<file path="src/hw/urs_pkg.sv">
// Package for one channel of the dual UART: register map, field positions,
// reset values, interrupt bit layout and the state enumerations.
// Assumes a single clock domain and byte-wide register access.
package urs_pkg;

  // ----------
  // Register map
  // ----------
  localparam int unsigned ADDR_W = 5;
  localparam logic [4:0] OFS_HOLD = 5'h00;
  localparam logic [4:0] OFS_IER = 5'h01;
  localparam logic [4:0] OFS_ISR_FCR = 5'h02;
  localparam logic [4:0] OFS_LCR = 5'h03;
  localparam logic [4:0] OFS_MCR = 5'h04;
  localparam logic [4:0] OFS_LSR = 5'h05;
  localparam logic [4:0] OFS_MSR = 5'h06;
  localparam logic [4:0] OFS_SPR = 5'h07;
  localparam logic [4:0] OFS_DLL = 5'h08;
  localparam logic [4:0] OFS_DLM = 5'h09;
  localparam logic [4:0] OFS_DLD = 5'h0a;
  localparam logic [4:0] OFS_AFR = 5'h0b;
  localparam logic [4:0] OFS_EFR = 5'h0c;
  localparam logic [4:0] OFS_RESUME_CHAR_FIRST = 5'h0d;
  localparam logic [4:0] OFS_RESUME_CHAR_SECOND = 5'h0e;
  localparam logic [4:0] OFS_PAUSE_CHAR_FIRST = 5'h0f;
  localparam logic [4:0] OFS_PAUSE_CHAR_SECOND = 5'h10;
  localparam logic [4:0] OFS_IRQ_STAT = 5'h11;
  localparam logic [4:0] OFS_IRQ_EN = 5'h12;
  localparam logic [4:0] OFS_IRQ_CLR = 5'h13;

  // ----------
  // Reset values
  // ----------
  localparam logic [7:0] RST_CTRL = 8'h00;
  localparam logic [7:0] RST_DLM = 8'h00;
  localparam logic [7:0] RST_DLL = 8'h01;
  localparam logic [7:0] RST_SPR = 8'hff;
  localparam logic [3:0] RST_MODEM_N = 4'hf;

  // ----------
  // Field positions and codes
  // ----------
  localparam int unsigned EFR_AUTO_CTS = 7;
  localparam int unsigned EFR_ENH_EN = 4;
  localparam int unsigned IER_RX = 0;
  localparam int unsigned IER_THR = 1;
  localparam int unsigned IER_MODEM = 3;
  localparam int unsigned MCR_DTR = 0;
  localparam int unsigned MCR_RTS = 1;
  localparam int unsigned MCR_OP2 = 3;
  localparam int unsigned MSR_TERI = 2;
  localparam logic [7:0] ENH_IER_MASK = 8'hf0;
  localparam logic [7:0] ENH_FCR_MASK = 8'h30;
  localparam logic [7:0] ENH_MCR_MASK = 8'he0;
  localparam logic [7:0] ISR_NONE = 8'h01;
  localparam logic [7:0] ISR_RX = 8'h04;
  localparam logic [7:0] ISR_THR = 8'h02;
  localparam logic [7:0] ISR_MODEM = 8'h00;

  // ----------
  // Event interrupt layout and bit timing
  // ----------
  localparam int unsigned IRQ_W = 4;
  localparam int unsigned IRQ_RX = 0;
  localparam int unsigned IRQ_TX = 1;
  localparam int unsigned IRQ_MODEM = 2;
  localparam int unsigned IRQ_CTS = 3;
  localparam logic [3:0] TICK_LAST = 4'hf;
  localparam logic [3:0] TICK_MID = 4'h7;
  localparam logic [2:0] WORD_BASE = 3'h4;

  typedef enum logic [1:0] {TX_IDLE, TX_START, TX_DATA, TX_STOP} urs_tx_e;
  typedef enum logic [1:0] {RX_IDLE, RX_START, RX_DATA, RX_STOP} urs_rx_e;

endpackage

</file>
<file path="src/hw/urs_channel.sv">
// One UART channel: register file with reset state, baud generator,
// transmitter gated by automatic clear-to-send, simple receiver, modem
// status and an event interrupt. Assumes modem and serial inputs arrive
// asynchronously and that por_i is pulsed once at power-up.
//
// Summary of operation
// RULE_01: With auto clear-to-send on, a high clear-to-send input stops sending.
// RULE_02: Sending resumes once clear-to-send input returns low.
// RULE_03: Auto clear-to-send enable bit resets to 0, input then ignored.
// RULE_04: Four read/write flow-control characters: two resume, two pause.
// RULE_05: Divisor bytes reset to 0x00/0x01 only at power-up, not reset pin.
// RULE_06: Listed control and character registers clear to 0x00 on reset.
// RULE_07: Interrupt source reads 0x01, nothing pending, after reset.
// RULE_08: Line status reads 0x60 after reset.
// RULE_09: Modem status deltas clear on reset; upper nibble shows inverted inputs.
// RULE_10: Scratchpad resets to 0xFF.
// RULE_11: Holding registers are undefined after reset.
// RULE_12: Serial out, user output two, RTS, DTR, rx ready drive high at reset.
// RULE_13: Transmit-ready drives low and interrupt stays low at reset.
// RULE_14: A character already shifting completes before transmission halts.
`timescale 1ns/10ps
`default_nettype none

module urs_channel (
  input wire logic ref_clk_i, // Device clock, 250 MHz.
  input wire logic rst_i, // Hardware reset, async, active high.
  input wire logic por_i, // Power-up reset, async, active high.
  input wire logic [4:0] addr_i, // Register address.
  input wire logic [7:0] wdata_i, // Write data.
  input wire logic wr_i, // Write strobe.
  input wire logic rd_i, // Read strobe.
  output logic [7:0] rdata_o, // Read data, cycle after rd_i.
  input wire logic rx_i, // Serial receive input.
  input wire logic cts_n_i, // Clear to send, active low.
  input wire logic dsr_n_i, // Data set ready, active low.
  input wire logic ri_n_i, // Ring indicator, active low.
  input wire logic cd_n_i, // Carrier detect, active low.
  output logic tx_o, // Serial transmit output.
  output logic rts_n_o, // Request to send, active low.
  output logic dtr_n_o, // Data terminal ready, active low.
  output logic user_output_two_n_o, // User output two, active low.
  output logic rx_ready_n_o, // Receive data ready, active low.
  output logic tx_ready_n_o, // Transmit holding free, active low.
  output logic irq_o // Interrupt, active high level.
);

  // ---------------------------------------------------------------------------
  // Declarations
  // ---------------------------------------------------------------------------
  logic [7:0] ier_q, fcr_q, lcr_q, mcr_q, spr_q, dld_q, afr_q, efr_q;
  logic [7:0] resume_char_first_q, resume_char_second_q, pause_char_first_q, pause_char_second_q, dll_q, dlm_q;
  logic [7:0] rhr_q, thr_q, rdata_q, rd_mux, isr_val, lsr_val, msr_val;
  logic [3:0] modem_s1_q, modem_s2_q, modem_prev_q, delta_q, delta_set;
  logic rx_s1_q, rx_s2_q;
  logic [15:0] baud_cnt_q, div_last;
  logic tick;
  logic thr_full_q, data_ready_q, overrun_q, frame_err_q;
  logic [1:0] settle_q;
  logic [3:0] tx_sub_q, rx_sub_q;
  logic [2:0] tx_bit_q, rx_bit_q, word_last;
  logic [7:0] tx_shift_q, rx_shift_q;
  logic tx_line_q, tx_load, tx_done, rx_done, cts_ok;
  logic [urs_pkg::IRQ_W-1:0] irq_stat_q, irq_en_q, irq_evt;
  logic wr_hold, wr_enh, rd_hold, rd_lsr, rd_msr;
  urs_pkg::urs_tx_e tx_state_q;
  urs_pkg::urs_rx_e rx_state_q;

  // Enhanced bits only change while the enhanced enable bit is set.
  function automatic logic [7:0] merge_enh(input logic [7:0] old_v,
                                           input logic [7:0] new_v,
                                           input logic [7:0] mask,
                                           input logic en);
    merge_enh = en ? new_v : ((new_v & ~mask) | (old_v & mask));
  endfunction

  assign wr_enh = efr_q[urs_pkg::EFR_ENH_EN];
  assign wr_hold = wr_i && (addr_i == urs_pkg::OFS_HOLD);
  assign rd_hold = rd_i && (addr_i == urs_pkg::OFS_HOLD);
  assign rd_lsr = rd_i && (addr_i == urs_pkg::OFS_LSR);
  assign rd_msr = rd_i && (addr_i == urs_pkg::OFS_MSR);

  // ---------------------------------------------------------------------------
  // Synchronisers for pins
  // ---------------------------------------------------------------------------
  always_ff @(posedge ref_clk_i or posedge rst_i) begin
    if (rst_i) begin
      modem_s1_q <= urs_pkg::RST_MODEM_N;
      modem_s2_q <= urs_pkg::RST_MODEM_N;
      modem_prev_q <= urs_pkg::RST_MODEM_N;
      rx_s1_q <= 1'b1;
      rx_s2_q <= 1'b1;
      settle_q <= 2'h0;
    end else begin
      modem_s1_q <= {cd_n_i, ri_n_i, dsr_n_i, cts_n_i};
      modem_s2_q <= modem_s1_q;
      modem_prev_q <= modem_s2_q;
      rx_s1_q <= rx_i;
      rx_s2_q <= rx_s1_q;
      settle_q <= settle_q + 2'(settle_q != 2'h3);
    end
  end

  // ---------------------------------------------------------------------------
  // Control registers
  // ---------------------------------------------------------------------------
  always_ff @(posedge ref_clk_i or posedge rst_i) begin
    if (rst_i) begin
      ier_q <= urs_pkg::RST_CTRL; // RULE_06
      fcr_q <= urs_pkg::RST_CTRL; // RULE_06
      lcr_q <= urs_pkg::RST_CTRL; // RULE_06
      mcr_q <= urs_pkg::RST_CTRL; // RULE_06
      dld_q <= urs_pkg::RST_CTRL; // RULE_06
      afr_q <= urs_pkg::RST_CTRL; // RULE_06
      efr_q <= urs_pkg::RST_CTRL; // RULE_03
      resume_char_first_q <= urs_pkg::RST_CTRL; // RULE_06
      resume_char_second_q <= urs_pkg::RST_CTRL; // RULE_06
      pause_char_first_q <= urs_pkg::RST_CTRL; // RULE_06
      pause_char_second_q <= urs_pkg::RST_CTRL; // RULE_06
      spr_q <= urs_pkg::RST_SPR; // RULE_10
      irq_en_q <= '0;
    end else if (wr_i) begin
      unique case (addr_i)
        urs_pkg::OFS_IER:
          ier_q <= merge_enh(ier_q, wdata_i, urs_pkg::ENH_IER_MASK, wr_enh);
        urs_pkg::OFS_ISR_FCR:
          fcr_q <= merge_enh(fcr_q, wdata_i, urs_pkg::ENH_FCR_MASK, wr_enh);
        urs_pkg::OFS_LCR: lcr_q <= wdata_i;
        urs_pkg::OFS_MCR:
          mcr_q <= merge_enh(mcr_q, wdata_i, urs_pkg::ENH_MCR_MASK, wr_enh);
        urs_pkg::OFS_SPR: spr_q <= wdata_i;
        urs_pkg::OFS_DLD: if (wr_enh) dld_q <= wdata_i;
        urs_pkg::OFS_AFR: afr_q <= wdata_i;
        urs_pkg::OFS_EFR: efr_q <= wdata_i;
        urs_pkg::OFS_RESUME_CHAR_FIRST: resume_char_first_q <= wdata_i; // RULE_04
        urs_pkg::OFS_RESUME_CHAR_SECOND: resume_char_second_q <= wdata_i; // RULE_04
        urs_pkg::OFS_PAUSE_CHAR_FIRST: pause_char_first_q <= wdata_i; // RULE_04
        urs_pkg::OFS_PAUSE_CHAR_SECOND: pause_char_second_q <= wdata_i; // RULE_04
        urs_pkg::OFS_IRQ_EN: irq_en_q <= wdata_i[urs_pkg::IRQ_W-1:0];
        default: ;
      endcase
    end
  end

  // The divisor survives the reset pin so a running link keeps its rate.
  always_ff @(posedge ref_clk_i or posedge por_i) begin
    if (por_i) begin
      dlm_q <= urs_pkg::RST_DLM; // RULE_05
      dll_q <= urs_pkg::RST_DLL; // RULE_05
    end else if (wr_i && (addr_i == urs_pkg::OFS_DLM)) begin
      dlm_q <= wdata_i;
    end else if (wr_i && (addr_i == urs_pkg::OFS_DLL)) begin
      dll_q <= wdata_i;
    end
  end

  // Holding registers carry no reset; their contents are undefined.
  always_ff @(posedge ref_clk_i) begin
    if (wr_hold) begin
      thr_q <= wdata_i; // RULE_11
    end
    if (rx_done) begin
      rhr_q <= rx_shift_q; // RULE_11
    end
  end

  // ---------------------------------------------------------------------------
  // Baud generator, one tick per sixteenth of a bit
  // ---------------------------------------------------------------------------
  assign div_last = ({dlm_q, dll_q} == 16'h0000) ? 16'h0000
                                                 : {dlm_q, dll_q} - 16'h0001;
  assign tick = (baud_cnt_q >= div_last);

  always_ff @(posedge ref_clk_i or posedge rst_i) begin
    if (rst_i) begin
      baud_cnt_q <= 16'h0000;
    end else if (tick) begin
      baud_cnt_q <= 16'h0000;
    end else begin
      baud_cnt_q <= baud_cnt_q + 16'h0001;
    end
  end

  assign word_last = {1'b0, lcr_q[1:0]} + urs_pkg::WORD_BASE;

  // ---------------------------------------------------------------------------
  // Transmitter
  // ---------------------------------------------------------------------------
  // The gate is tested only in idle, so a character in flight always ends.
  assign cts_ok = !efr_q[urs_pkg::EFR_AUTO_CTS] || !modem_s2_q[0]; // RULE_01
  assign tx_load = (tx_state_q == urs_pkg::TX_IDLE) && thr_full_q
                   && cts_ok; // RULE_02 RULE_14
  assign tx_done = (tx_state_q == urs_pkg::TX_STOP) && tick
                   && (tx_sub_q == urs_pkg::TICK_LAST);

  always_ff @(posedge ref_clk_i or posedge rst_i) begin
    if (rst_i) begin
      tx_state_q <= urs_pkg::TX_IDLE;
      tx_sub_q <= 4'h0;
      tx_bit_q <= 3'h0;
      tx_shift_q <= 8'h00;
      tx_line_q <= 1'b1; // RULE_12
    end else begin
      unique case (tx_state_q)
        urs_pkg::TX_IDLE: begin
          if (tx_load) begin
            tx_state_q <= urs_pkg::TX_START;
            tx_shift_q <= thr_q;
            tx_sub_q <= 4'h0;
            tx_line_q <= 1'b0;
          end
        end
        urs_pkg::TX_START: begin
          if (tick) begin
            tx_sub_q <= tx_sub_q + 4'h1;
            if (tx_sub_q == urs_pkg::TICK_LAST) begin
              tx_state_q <= urs_pkg::TX_DATA;
              tx_bit_q <= 3'h0;
              tx_line_q <= tx_shift_q[0];
            end
          end
        end
        urs_pkg::TX_DATA: begin
          if (tick) begin
            tx_sub_q <= tx_sub_q + 4'h1;
            if (tx_sub_q == urs_pkg::TICK_LAST) begin
              if (tx_bit_q == word_last) begin
                tx_state_q <= urs_pkg::TX_STOP;
                tx_line_q <= 1'b1;
              end else begin
                tx_bit_q <= tx_bit_q + 3'h1;
                tx_line_q <= tx_shift_q[tx_bit_q + 3'h1];
              end
            end
          end
        end
        urs_pkg::TX_STOP: begin
          if (tick) begin
            tx_sub_q <= tx_sub_q + 4'h1;
            if (tx_sub_q == urs_pkg::TICK_LAST) begin
              tx_state_q <= urs_pkg::TX_IDLE;
            end
          end
        end
      endcase
    end
  end

  // A host write in the load cycle wins and keeps the holding register full.
  always_ff @(posedge ref_clk_i or posedge rst_i) begin
    if (rst_i) begin
      thr_full_q <= 1'b0;
    end else if (wr_hold) begin
      thr_full_q <= 1'b1;
    end else if (tx_load) begin
      thr_full_q <= 1'b0;
    end
  end

  // ---------------------------------------------------------------------------
  // Receiver
  // ---------------------------------------------------------------------------
  assign rx_done = (rx_state_q == urs_pkg::RX_STOP) && tick
                   && (rx_sub_q == urs_pkg::TICK_LAST) && rx_s2_q;

  always_ff @(posedge ref_clk_i or posedge rst_i) begin
    if (rst_i) begin
      rx_state_q <= urs_pkg::RX_IDLE;
      rx_sub_q <= 4'h0;
      rx_bit_q <= 3'h0;
      rx_shift_q <= 8'h00;
    end else if (tick) begin
      rx_sub_q <= rx_sub_q + 4'h1;
      unique case (rx_state_q)
        urs_pkg::RX_IDLE: begin
          rx_sub_q <= 4'h0;
          if (!rx_s2_q) begin
            rx_state_q <= urs_pkg::RX_START;
          end
        end
        urs_pkg::RX_START: begin
          if (rx_sub_q == urs_pkg::TICK_MID) begin
            rx_sub_q <= 4'h0;
            rx_bit_q <= 3'h0;
            rx_shift_q <= 8'h00;
            rx_state_q <= rx_s2_q ? urs_pkg::RX_IDLE : urs_pkg::RX_DATA;
          end
        end
        urs_pkg::RX_DATA: begin
          if (rx_sub_q == urs_pkg::TICK_LAST) begin
            rx_shift_q[rx_bit_q] <= rx_s2_q;
            rx_bit_q <= rx_bit_q + 3'h1;
            if (rx_bit_q == word_last) begin
              rx_state_q <= urs_pkg::RX_STOP;
            end
          end
        end
        urs_pkg::RX_STOP: begin
          if (rx_sub_q == urs_pkg::TICK_LAST) begin
            rx_state_q <= urs_pkg::RX_IDLE;
          end
        end
      endcase
    end
  end

  // ---------------------------------------------------------------------------
  // Line and modem status flags; a set in the clearing cycle wins
  // ---------------------------------------------------------------------------
  always_ff @(posedge ref_clk_i or posedge rst_i) begin
    if (rst_i) begin
      data_ready_q <= 1'b0; // RULE_08
      overrun_q <= 1'b0; // RULE_08
      frame_err_q <= 1'b0; // RULE_08
      delta_q <= 4'h0; // RULE_09
    end else begin
      if (rx_done) begin
        data_ready_q <= 1'b1;
      end else if (rd_hold) begin
        data_ready_q <= 1'b0;
      end
      if (rx_done && data_ready_q && !rd_hold) begin
        overrun_q <= 1'b1;
      end else if (rd_lsr) begin
        overrun_q <= 1'b0;
      end
      if (tick && (rx_state_q == urs_pkg::RX_STOP)
          && (rx_sub_q == urs_pkg::TICK_LAST) && !rx_s2_q) begin
        frame_err_q <= 1'b1;
      end else if (rd_lsr) begin
        frame_err_q <= 1'b0;
      end
      delta_q <= (rd_msr ? 4'h0 : delta_q) | delta_set;
    end
  end

  // Ring counts only on its trailing edge; no deltas while sync fills.
  always_comb begin
    delta_set = (settle_q == 2'h3) ? (modem_s2_q ^ modem_prev_q) : 4'h0;
    delta_set[urs_pkg::MSR_TERI] = delta_set[urs_pkg::MSR_TERI]
                                   && modem_s2_q[urs_pkg::MSR_TERI];
  end

  assign msr_val = {~modem_s2_q, delta_q}; // RULE_09
  assign lsr_val = {1'b0, !thr_full_q && (tx_state_q == urs_pkg::TX_IDLE),
                    !thr_full_q, 1'b0, frame_err_q, 1'b0, overrun_q,
                    data_ready_q}; // RULE_08

  // With every enable clear the source reads as nothing pending.
  always_comb begin
    isr_val = urs_pkg::ISR_NONE; // RULE_07
    if (ier_q[urs_pkg::IER_RX] && data_ready_q) begin
      isr_val = urs_pkg::ISR_RX;
    end else if (ier_q[urs_pkg::IER_THR] && !thr_full_q) begin
      isr_val = urs_pkg::ISR_THR;
    end else if (ier_q[urs_pkg::IER_MODEM] && (delta_q != 4'h0)) begin
      isr_val = urs_pkg::ISR_MODEM;
    end
  end

  // ----------
  // Event interrupt
  // ----------
  assign irq_evt = {(delta_set[0] != 1'b0), (delta_set != 4'h0), tx_done,
                    rx_done};

  always_ff @(posedge ref_clk_i or posedge rst_i) begin
    if (rst_i) begin
      irq_stat_q <= '0;
    end else if (wr_i && (addr_i == urs_pkg::OFS_IRQ_CLR)) begin
      irq_stat_q <= (irq_stat_q & ~wdata_i[urs_pkg::IRQ_W-1:0]) | irq_evt;
    end else begin
      irq_stat_q <= irq_stat_q | irq_evt;
    end
  end

  // ---------------------------------------------------------------------------
  // Read port
  // ---------------------------------------------------------------------------
  always_comb begin
    unique case (addr_i)
      urs_pkg::OFS_HOLD: rd_mux = rhr_q;
      urs_pkg::OFS_IER: rd_mux = ier_q;
      urs_pkg::OFS_ISR_FCR: rd_mux = isr_val;
      urs_pkg::OFS_LCR: rd_mux = lcr_q;
      urs_pkg::OFS_MCR: rd_mux = mcr_q;
      urs_pkg::OFS_LSR: rd_mux = lsr_val;
      urs_pkg::OFS_MSR: rd_mux = msr_val;
      urs_pkg::OFS_SPR: rd_mux = spr_q;
      urs_pkg::OFS_DLL: rd_mux = dll_q;
      urs_pkg::OFS_DLM: rd_mux = dlm_q;
      urs_pkg::OFS_DLD: rd_mux = dld_q;
      urs_pkg::OFS_AFR: rd_mux = afr_q;
      urs_pkg::OFS_EFR: rd_mux = efr_q;
      urs_pkg::OFS_RESUME_CHAR_FIRST: rd_mux = resume_char_first_q; // RULE_04
      urs_pkg::OFS_RESUME_CHAR_SECOND: rd_mux = resume_char_second_q; // RULE_04
      urs_pkg::OFS_PAUSE_CHAR_FIRST: rd_mux = pause_char_first_q; // RULE_04
      urs_pkg::OFS_PAUSE_CHAR_SECOND: rd_mux = pause_char_second_q; // RULE_04
      urs_pkg::OFS_IRQ_STAT: rd_mux = {4'h0, irq_stat_q};
      urs_pkg::OFS_IRQ_EN: rd_mux = {4'h0, irq_en_q};
      default: rd_mux = 8'h00;
    endcase
  end

  always_ff @(posedge ref_clk_i or posedge rst_i) begin
    if (rst_i) begin
      rdata_q <= 8'h00;
    end else begin
      rdata_q <= rd_i ? rd_mux : 8'h00;
    end
  end

  // ---------------------------------------------------------------------------
  // Pin outputs
  // ---------------------------------------------------------------------------
  always_ff @(posedge ref_clk_i or posedge rst_i) begin
    if (rst_i) begin
      rts_n_o <= 1'b1; // RULE_12
      dtr_n_o <= 1'b1; // RULE_12
      user_output_two_n_o <= 1'b1; // RULE_12
      rx_ready_n_o <= 1'b1; // RULE_12
      tx_ready_n_o <= 1'b0; // RULE_13
      irq_o <= 1'b0; // RULE_13
    end else begin
      rts_n_o <= !mcr_q[urs_pkg::MCR_RTS];
      dtr_n_o <= !mcr_q[urs_pkg::MCR_DTR];
      user_output_two_n_o <= !mcr_q[urs_pkg::MCR_OP2];
      rx_ready_n_o <= !data_ready_q;
      tx_ready_n_o <= thr_full_q;
      irq_o <= ((irq_stat_q & irq_en_q) != '0);
    end
  end

  assign tx_o = tx_line_q; // RULE_12
  assign rdata_o = rdata_q;

endmodule // urs_channel

`default_nettype wire

</file>
<file path="config.mk">
export PLATFORM = sky130hd
export DESIGN_NAME = urs_channel
export DESIGN_NICKNAME = d
export VERILOG_FILES = /design/src/hw/urs_pkg.sv /design/src/hw/urs_channel.sv
export SDC_FILE = /design/constraint.sdc
export NUM_CORES = 1
export LEC_CHECK = 0
export ABC_CLOCK_PERIOD_IN_PS = 11700
export BUFFER_PORTS_ARGS = -buffer_cell sky130_fd_sc_hd__buf_2
export CORE_UTILIZATION = 60
export DETAILED_ROUTE_END_ITERATION = 7
export GPL_ROUTABILITY_DRIVEN = 0
export MAX_ROUTING_LAYER = met4
export PLACE_DENSITY = 0.78
export RECOVER_POWER = 25
export SLEW_MARGIN = 30
export SYNTH_ARGS = -nofsm -noshare
export SYNTH_HDL_FRONTEND = slang
export SYNTH_SLANG_ARGS = --single-unit
</file>
<file path="constraint.sdc">
create_clock -name ref_clk_i -period 11.7 [get_ports ref_clk_i]
set_clock_uncertainty 0.2 [all_clocks]
set_input_delay 2.34 -clock ref_clk_i [delete_from_list [all_inputs] [get_ports ref_clk_i]]
set_output_delay 2.34 -clock ref_clk_i [all_outputs]
set_load 0.01 [all_outputs]
</file>
==> impl_summary.log, run 1 <==
[metrics] result of the run: complete, but fails checks
[metrics] failing checks: max-capacitance violations, max-slew violations
[metrics] final-report setup violation count: 0
[metrics] synthesis warning total: 0
[metrics] post-detailed-route count of antenna-violating nets: 0
[metrics] register bit count reported by yosys: 217
[metrics] Pwr Density: 184 nW/um^2
[metrics] post-placement worst setup slack: 6.42 ns
[metrics] parity-gate share of the synthesized area counting xor and xnor cells: about 2.7%
[metrics] clock network latency to the later pin of the worst-skew pair: slightly above 0.5 ns
[metrics] share of the clock period used by the worst path: 50.6%
[metrics] global-route wire length before repair: 40.3 mm
[metrics] CP Launch Type: input port
[metrics] TritonCTS clock tree: yes
[metrics] minimum period implied by the final worst setup slack: 5.92 ns
[metrics] remaining routing DRC violations: 0
[metrics] achievable clock frequency: 0.169 GHz
[metrics] top-area cell type share of the netlist area: 42.0%
[metrics] transition at the pin with the smallest max-transition slack: just over 5 ns
[metrics] synthesis-to-finish area growth: 10.6%
[metrics] fraction of final layout cells with drive strength greater than 1: ~24%
[metrics] fraction of synthesized area in multiplexers: roughly 14%
[metrics] HPWL reported at the end of detailed placement: ~17 mm
[metrics] Maximum Capacitance Violations: 1
[metrics] number of hold buffers added after CTS: 0
[metrics] final hold violation count: 0
[metrics] number of flops mapped to enable cells by yosys: 16
[metrics] required time worst endpoint: 12.12 ns
[metrics] post-detailed-route via-to-cell ratio: 6.43
[metrics] global routing usage summed across all routing layers: 30.4%
[metrics] Num CTS Buffers: 23
[metrics] horizontal extent of the die: 133 um
[metrics] leading post-synthesis cells by cell area: sky130_fd_sc_hd__dfrtp_1 42%, sky130_fd_sc_hd__mux2_2 13%, sky130_fd_sc_hd__dfstp_2 7.1%, sky130_fd_sc_hd__edfxtp_1 4.7%, sky130_fd_sc_hd__ha_1 3.4%
[metrics] type of the worst setup path: input port to asynchronous set/reset pin
[metrics] main combinational cell family by area after synthesis: multiplexers
[metrics] Layout fillers: 1232
[metrics] Post-Syn Instances: 878
[metrics] # nets final: 964
[metrics] path category of the worst min-delay check: register to register
[metrics] critical-path maximum fanout: 114
[metrics] floorplan die height: 133 um
[metrics] Final Slew Violations: roughly 120
[metrics] maximum level of the CTS H-tree: 1
[metrics] root buffer selected by CTS: sky130_fd_sc_hd__clkbuf_16
[metrics] number of distinct standard cells referenced by the synthesized netlist: 64
[metrics] die outline area: 17700 sq um
[metrics] number of buffers added on ports: 37
[metrics] clock-pin transition on the worst setup and hold timing paths: 0.06 ns
[metrics] part of the Yosys area used for sequential elements: 53.9%
[metrics] RSZ-0062 raised after global routing: false
[metrics] number of gates resized after cts: 0
[metrics] Std-Cell Core Area: 16600 sq um
[metrics] Placement Rows: 47
[metrics] Synth Area in Compound Gates: 10.9%
[metrics] Top Ports: 38
[metrics] First-pass DRT Iterations: 5
[metrics] Critical Path Sink Type: asynchronous set/reset pin
[metrics] Congestion Overflow GR: 0
[metrics] total setup buffers inserted after CTS: 0
[metrics] initial drt markers: 657
[metrics] WP data arrival: between 6 and 7 ns
[metrics] wire per inst: 21.7 um
[metrics] Main synth FF type: sky130_fd_sc_hd__dfrtp_1
[metrics] most instantiated library cell after synthesis: sky130_fd_sc_hd__dfrtp_1
[metrics] Synthesized Nets: 929
[metrics] final setup slack of the worst path: approximately 5.8 ns
[metrics] share of synthesized registers carrying an async set or reset: 92.6%
[metrics] top cell type by total area after synthesis: sky130_fd_sc_hd__dfrtp_1
[metrics] worst slew margin relative to its limit: -242%
[metrics] worst IR drop on VDD: 0.125 mV
[metrics] cell area after synthesis: 10300 sq um
[metrics] post-synthesis adder-cell area fraction: 3.40%
[metrics] clock tree buffer depth: 3
[metrics] area used by multi-input combinational logic: 4530 sq um
[metrics] maximum number of pins on one net before global-route repair: 115
[metrics] # clock sinks: 217
[metrics] routed wire length: around 25 mm
[metrics] sequential cell area in the final layout: 5550 sq um
[metrics] total vias in the final route: 7399
[metrics] Pleak: 5.03 nW
[metrics] simple-gate area share of the yosys netlist: 12.5%
[metrics] synthesized area divided by synthesized cell count: 11.7 sq um
[metrics] number of antenna violations at the first check in global routing: 0
[metrics] number of global-route vias before repair: 7223
[metrics] initial core utilization: about three fifths
[metrics] top cells by count, synth: 173 x sky130_fd_sc_hd__dfrtp_1, 117 x sky130_fd_sc_hd__mux2_2, 80 x sky130_fd_sc_hd__nand2_1, 51 x sky130_fd_sc_hd__nor2_1, 37 x sky130_fd_sc_hd__a22oi_1
[metrics] antenna fix cells: 0
[metrics] total negative setup slack: 0 ns
==> metrics by stage <==
step	instances	hold WS [ns]	util (%)	cell area [sq um]	total power, W
2_1_floorplan	878	0.145	-	10300	0.00129
3_3_place_gp	1107	0.146	64.1	10700	0.00139
3_5_place_dp	1107	0.148	64.1	10700	0.00141
4_1_cts	1149	0.155	68.4	11400	0.00210
5_1_grt	1150	0.157	68.5	11400	0.00220
6_report	1150	0.156	68.5	11400	0.00209
==> area by class of cell <==
cell class | instances | share of cell area (%)
clock buffers | 33 | 5.64
clock inverters | 9 | 0.615
inverters | 25 | 0.835
multi-input cells | 603 | 39.8
flip-flops and latches | 217 | 48.7
well taps | 220 | 2.42
repair buffers | 43 | 2.04
==> per-layer routing <==
metal | global-route usage (%) | up-vias | wire (um)
met4 | 10.6 | 0 | 877
met5 | - | - | 0
li1 | - | 3298 | -
met3 | 4.87 | 70 | 1760
met1 | 41.1 | 3724 | 10700
met2 | 46.7 | 307 | 11700
==> worst paths after layout <==
path,start,to,slack [ns],depth (start not counted)
worst max-delay path,rst_i,spr_q[1]$_DFFE_PP1P_,5.78,4
worst min-delay path,rx_s1_q$_DFF_PP1_,rx_s2_q$_DFF_PP1_,0.16,0
worst max register to register,dll_q[7]$_DFFE_PP0P_,tx_state_q[0]$_DFFE_PP0P_,6.58,12
worst min register to register,rx_s1_q$_DFF_PP1_,rx_s2_q$_DFF_PP1_,0.16,0
max in group ref_clk_i,dll_q[7]$_DFFE_PP0P_,tx_state_q[0]$_DFFE_PP0P_,6.58,12
min in group asynchronous,por_i,dll_q[5]$_DFFE_PP0P_,1.69,2
==> cell usage in the layout (no fill, tap or decap), drive strengths merged, types with 4 or more instances in the layout <==
cell,n
o31ai,4
buf,35
nor4,9
mux2i,13
nor2b,7
clkinv,7
a221oi,9
nand4,5
xnor2,14
nand2,80
o211ai,4
or4,4
a31oi,7
nor3,19
a22o,12
edfxtp,16
and3,12
mux2,117
ha,28
clkbuf,41
dfrtp,173
xor2,18
inv,25
a22oi,37
o21ai,28
nand2b,9
a2111oi,6
nand3,23
a21o,8
and4,4
and2,4
or3,12
nor2,51
a21oi,22
dfstp,28
==> power by group <==
group | switching, W | total, W | leakage, nW | internal (W)
clock | 0.000286 | 0.000690 | 0.352 | 0.000404
combinational | 0.000221 | 0.000417 | 2.03 | 0.000197
sequential | 0.000104 | 0.000988 | 2.65 | 0.000884
total | 0.000610 | 0.00209 | 5.03 | 0.00148
==> sequential cells by signal (all words and copies together) (netlist names), 8 cells and up, named ones only <==
| name | flops |
|---|---|
| afr_q | 8 |
| baud_cnt_q | 16 |
| dld_q | 8 |
| dll_q | 8 |
| dlm_q | 8 |
| efr_q | 8 |
| ier_q | 8 |
| lcr_q | 8 |
| mcr_q | 8 |
| pause_char_first_q | 8 |
| pause_char_second_q | 8 |
| rdata_o | 8 |
| resume_char_first_q | 8 |
| resume_char_second_q | 8 |
| rhr_q | 8 |
| rx_shift_q | 8 |
| spr_q | 8 |
| thr_q | 8 |
| tx_shift_q | 8 |
==> critical path, cell delays in order <==
cell and delay [ns]:
sky130_fd_sc_hd__buf_2 0.10, sky130_fd_sc_hd__clkinvlp_2 2.81, sky130_fd_sc_hd__buf_4 0.70, sky130_fd_sc_hd__buf_12 0.29
==> logic make-up after synthesis <==
logic type | Yosys count
simple gates | 253
flops | 217
compound gates | 158
mux | 132
buf+inv | 58
xor+xnor | 32
fa+ha+maj | 28
Power figures use the tool's default switching activity.
==> inputs of run 2 (changes only) <==
ABC_CLOCK_PERIOD_IN_PS = 6200   (was 11700)
clock period = 6.2 ns   (was 11.7 ns; I/O delays follow)
==> impl_summary.log, run 2 (synthesis results as in run 1) <==
[metrics] result of the run: complete, but fails checks
[metrics] failing checks: max-capacitance violations, max-slew violations
[metrics] initial drt markers: 672
[metrics] Final Slew Violations: 66
[metrics] type of the worst setup path: register to register
[metrics] TritonCTS clock tree: yes
[metrics] worst-path cell chain: or4_4 > or3_4 > or4_4 > or3_4 > and2_1 > ha_1 > nand2b_1 > a2111oi_0 > a2111oi_1 > nor3_4 > buf_4 > nor3_1 > buf_4 > or2_2
[metrics] number of flip-flops in the largest register: 16
[metrics] cell family with the largest share of critical-path delay: simple AND/OR/NAND/NOR gates
[metrics] Layout fillers: 1200
[metrics] maximum number of pins on one net before global-route repair: 186
[metrics] total setup buffers inserted after CTS: 0
[metrics] routed wire length: 25.3 mm
[metrics] worst slew margin relative to its limit: -138%
[metrics] Std-Cell Core Area: 16600 sq um
[metrics] largest stage delay on the critical path: between 0.5 and 0.6 ns
[metrics] floorplan die height: approximately 130 um
[metrics] Maximum Capacitance Violations: 1
[metrics] transition at the pin with the smallest max-transition slack: between 3 and 4 ns
[metrics] critical-path maximum fanout: 45
[metrics] RSZ-0062 raised after global routing: false
[metrics] die outline area: 17700 sq um
[metrics] sum of buffers and inverters on the critical path: 2
[metrics] number of hold buffers added after CTS: 0
[metrics] proportion of power drawn by the clock network: 34.3%
[metrics] final-report setup violation count: 0
[metrics] Crit-path slowest cell: sky130_fd_sc_hd__or4_4
[metrics] Pwr Density: 353 nW/um^2
[metrics] horizontal extent of the die: 133 um
[metrics] total net switching power: 0.00118 W
[metrics] Cell Count Post-Placement: between 1000 and 1500
[metrics] CP Launch Type: register
[metrics] Critical Path Sink Type: register
[metrics] clock network latency to the later pin of the worst-skew pair: 0.53 ns
[metrics] path category of the worst min-delay check: register to register
[metrics] initial core utilization: slightly above 60%
[metrics] final hold violation count: 0
[metrics] post-placement worst setup slack: 1.24 ns
[metrics] root buffer selected by CTS: sky130_fd_sc_hd__clkbuf_16
[metrics] clock-pin transition on the worst setup and hold timing paths: roughly 0.060 ns
[metrics] achievable clock frequency: 0.207 GHz
[metrics] global-route wire length before repair: between 40 and 50 mm
[metrics] number of gates resized after cts: 0
[metrics] Area after DPL: 10700 sq um
[metrics] worst IR drop on VDD: 0.310 mV
[metrics] register containing the most flip-flops in the final layout: baud_cnt_q
[metrics] remaining routing DRC violations: 0
[metrics] post-detailed-route via-to-cell ratio: 6.52
[metrics] HPWL reported at the end of detailed placement: 17.1 mm
[metrics] total vias in the final route: ~7500
[metrics] Num CTS Buffers: 23
[metrics] synthesis-to-finish area growth: 11.3%
[metrics] First-pass DRT Iterations: 5
[metrics] global routing usage summed across all routing layers: 30.6%
[metrics] switching fraction of total power: 29.1%
[metrics] final setup slack of the worst path: between 1 and 1.5 ns
[metrics] post-detailed-route count of antenna-violating nets: 0
[metrics] minimum period implied by the final worst setup slack: slightly below 5 ns
[metrics] most common library cell in the layout ignoring fill and taps: sky130_fd_sc_hd__dfrtp_1
[metrics] antenna fix cells: 0
[metrics] number of non-filler instances in the completed layout: 1150
[metrics] number of antenna violations at the first check in global routing: 0
[metrics] # clock sinks: 217
[metrics] number of buffers added on ports: 37
[metrics] total negative setup slack: 0 ns
[metrics] internal power consumption: 0.00287 W
[metrics] wire per inst: 22.0 um
[metrics] Congestion Overflow GR: 0
[metrics] WP data arrival: about 5.1 ns
[metrics] Placement Rows: 47
[metrics] final design instance area without fill: 11500 sq um
[metrics] Seq pwr share: 46.0%
[metrics] Pleak: slightly above 5 nW
[metrics] clock tree buffer depth: 3
[metrics] maximum level of the CTS H-tree: 1
[metrics] share of the clock period used by the worst path: 78.0%
[metrics] Top Ports: 38
[metrics] number of global-route vias before repair: 7266
[metrics] # nets final: 965
[metrics] fraction of final layout cells with drive strength greater than 1: 24.6%
[metrics] Comb power frac: 19.7%
[metrics] worst reg-to-reg setup slack: 1.36 ns
[metrics] most used cells in the layout excluding fill and tap cells: 173 x sky130_fd_sc_hd__dfrtp_1, 117 x sky130_fd_sc_hd__mux2_2, 80 x sky130_fd_sc_hd__nand2_1
[metrics] required time worst endpoint: 6.41 ns
==> run 2: worst paths after layout <==
path | start | end | cells past startpoint
max reg2reg | dll_q[7]$_DFFE_PP0P_ | data_ready_q$_DFFE_PP0P_ | 14
min in group asynchronous | por_i | dlm_q[0]$_DFFE_PP0P_ | 2
max in group asynchronous | rst_i | rdata_o[4]$_DFF_PP0_ | 3
max | dll_q[7]$_DFFE_PP0P_ | data_ready_q$_DFFE_PP0P_ | 14
min | rx_s1_q$_DFF_PP1_ | rx_s2_q$_DFF_PP1_ | 0
min reg2reg | rx_s1_q$_DFF_PP1_ | rx_s2_q$_DFF_PP1_ | 0
==> run 2: power groups by stage <==
stage,registers [W],logic (W),clock network (W)
after detailed placement,0.00188,0.000782,0
after floorplan,0.00182,0.000611,0
after global placement,0.00187,0.000758,0
final,0.00186,0.000795,0.00139
after CTS,0.00186,0.000793,0.00140
after global routing,0.00189,0.000890,0.00146
==> run 2: per-stage QoR <==
step | hold WS, ns | util (%) | power, W
after floorplan | 0.145 | - | 0.00243
after global placement | 0.146 | 64.2 | 0.00263
after detailed placement | 0.148 | 64.2 | 0.00266
after CTS | 0.156 | 68.9 | 0.00405
after global routing | 0.152 | 68.9 | 0.00423
final | 0.156 | 68.9 | 0.00404
==> run 2: final cells by class <==
cell class | instances | area, sq um | share of cell area, %
Tap cell | 220 | 275 | 2.40
Timing Repair Buffer | 44 | 243 | 2.12
Inverter | 25 | 97.6 | 0.851
Multi-Input combinational cell | 603 | 4530 | 39.5
Clock inverter | 4 | 63.8 | 0.557
Clock buffer | 37 | 708 | 6.18
Sequential cell | 217 | 5550 | 48.4
==> run 2: worst reg2reg max path, stage by stage (launching register included) <==
cell and delay (ns):
sky130_fd_sc_hd__dfrtp_1 0.44, sky130_fd_sc_hd__or4_4 0.57, sky130_fd_sc_hd__or3_4 0.36, sky130_fd_sc_hd__or4_4 0.42
sky130_fd_sc_hd__or3_4 0.41, sky130_fd_sc_hd__and2_1 0.19, sky130_fd_sc_hd__ha_1 0.25, sky130_fd_sc_hd__nand2b_1 0.13
sky130_fd_sc_hd__a2111oi_0 0.45, sky130_fd_sc_hd__a2111oi_1 0.16, sky130_fd_sc_hd__nor3_4 0.18, sky130_fd_sc_hd__buf_4 0.38
sky130_fd_sc_hd__nor3_1 0.13, sky130_fd_sc_hd__buf_4 0.20, sky130_fd_sc_hd__or2_2 0.28
==> run 2: routing by layer <==
metal  global-route usage [%]  share of wire, %  vias to the layer above
met5                        -                 0                        -
met4                     10.7               3.6                        0
met3                     5.33               7.7                       86
met2                     46.4                47                      334
met1                     41.8                42                     3781
li1                         -                 -                     3301
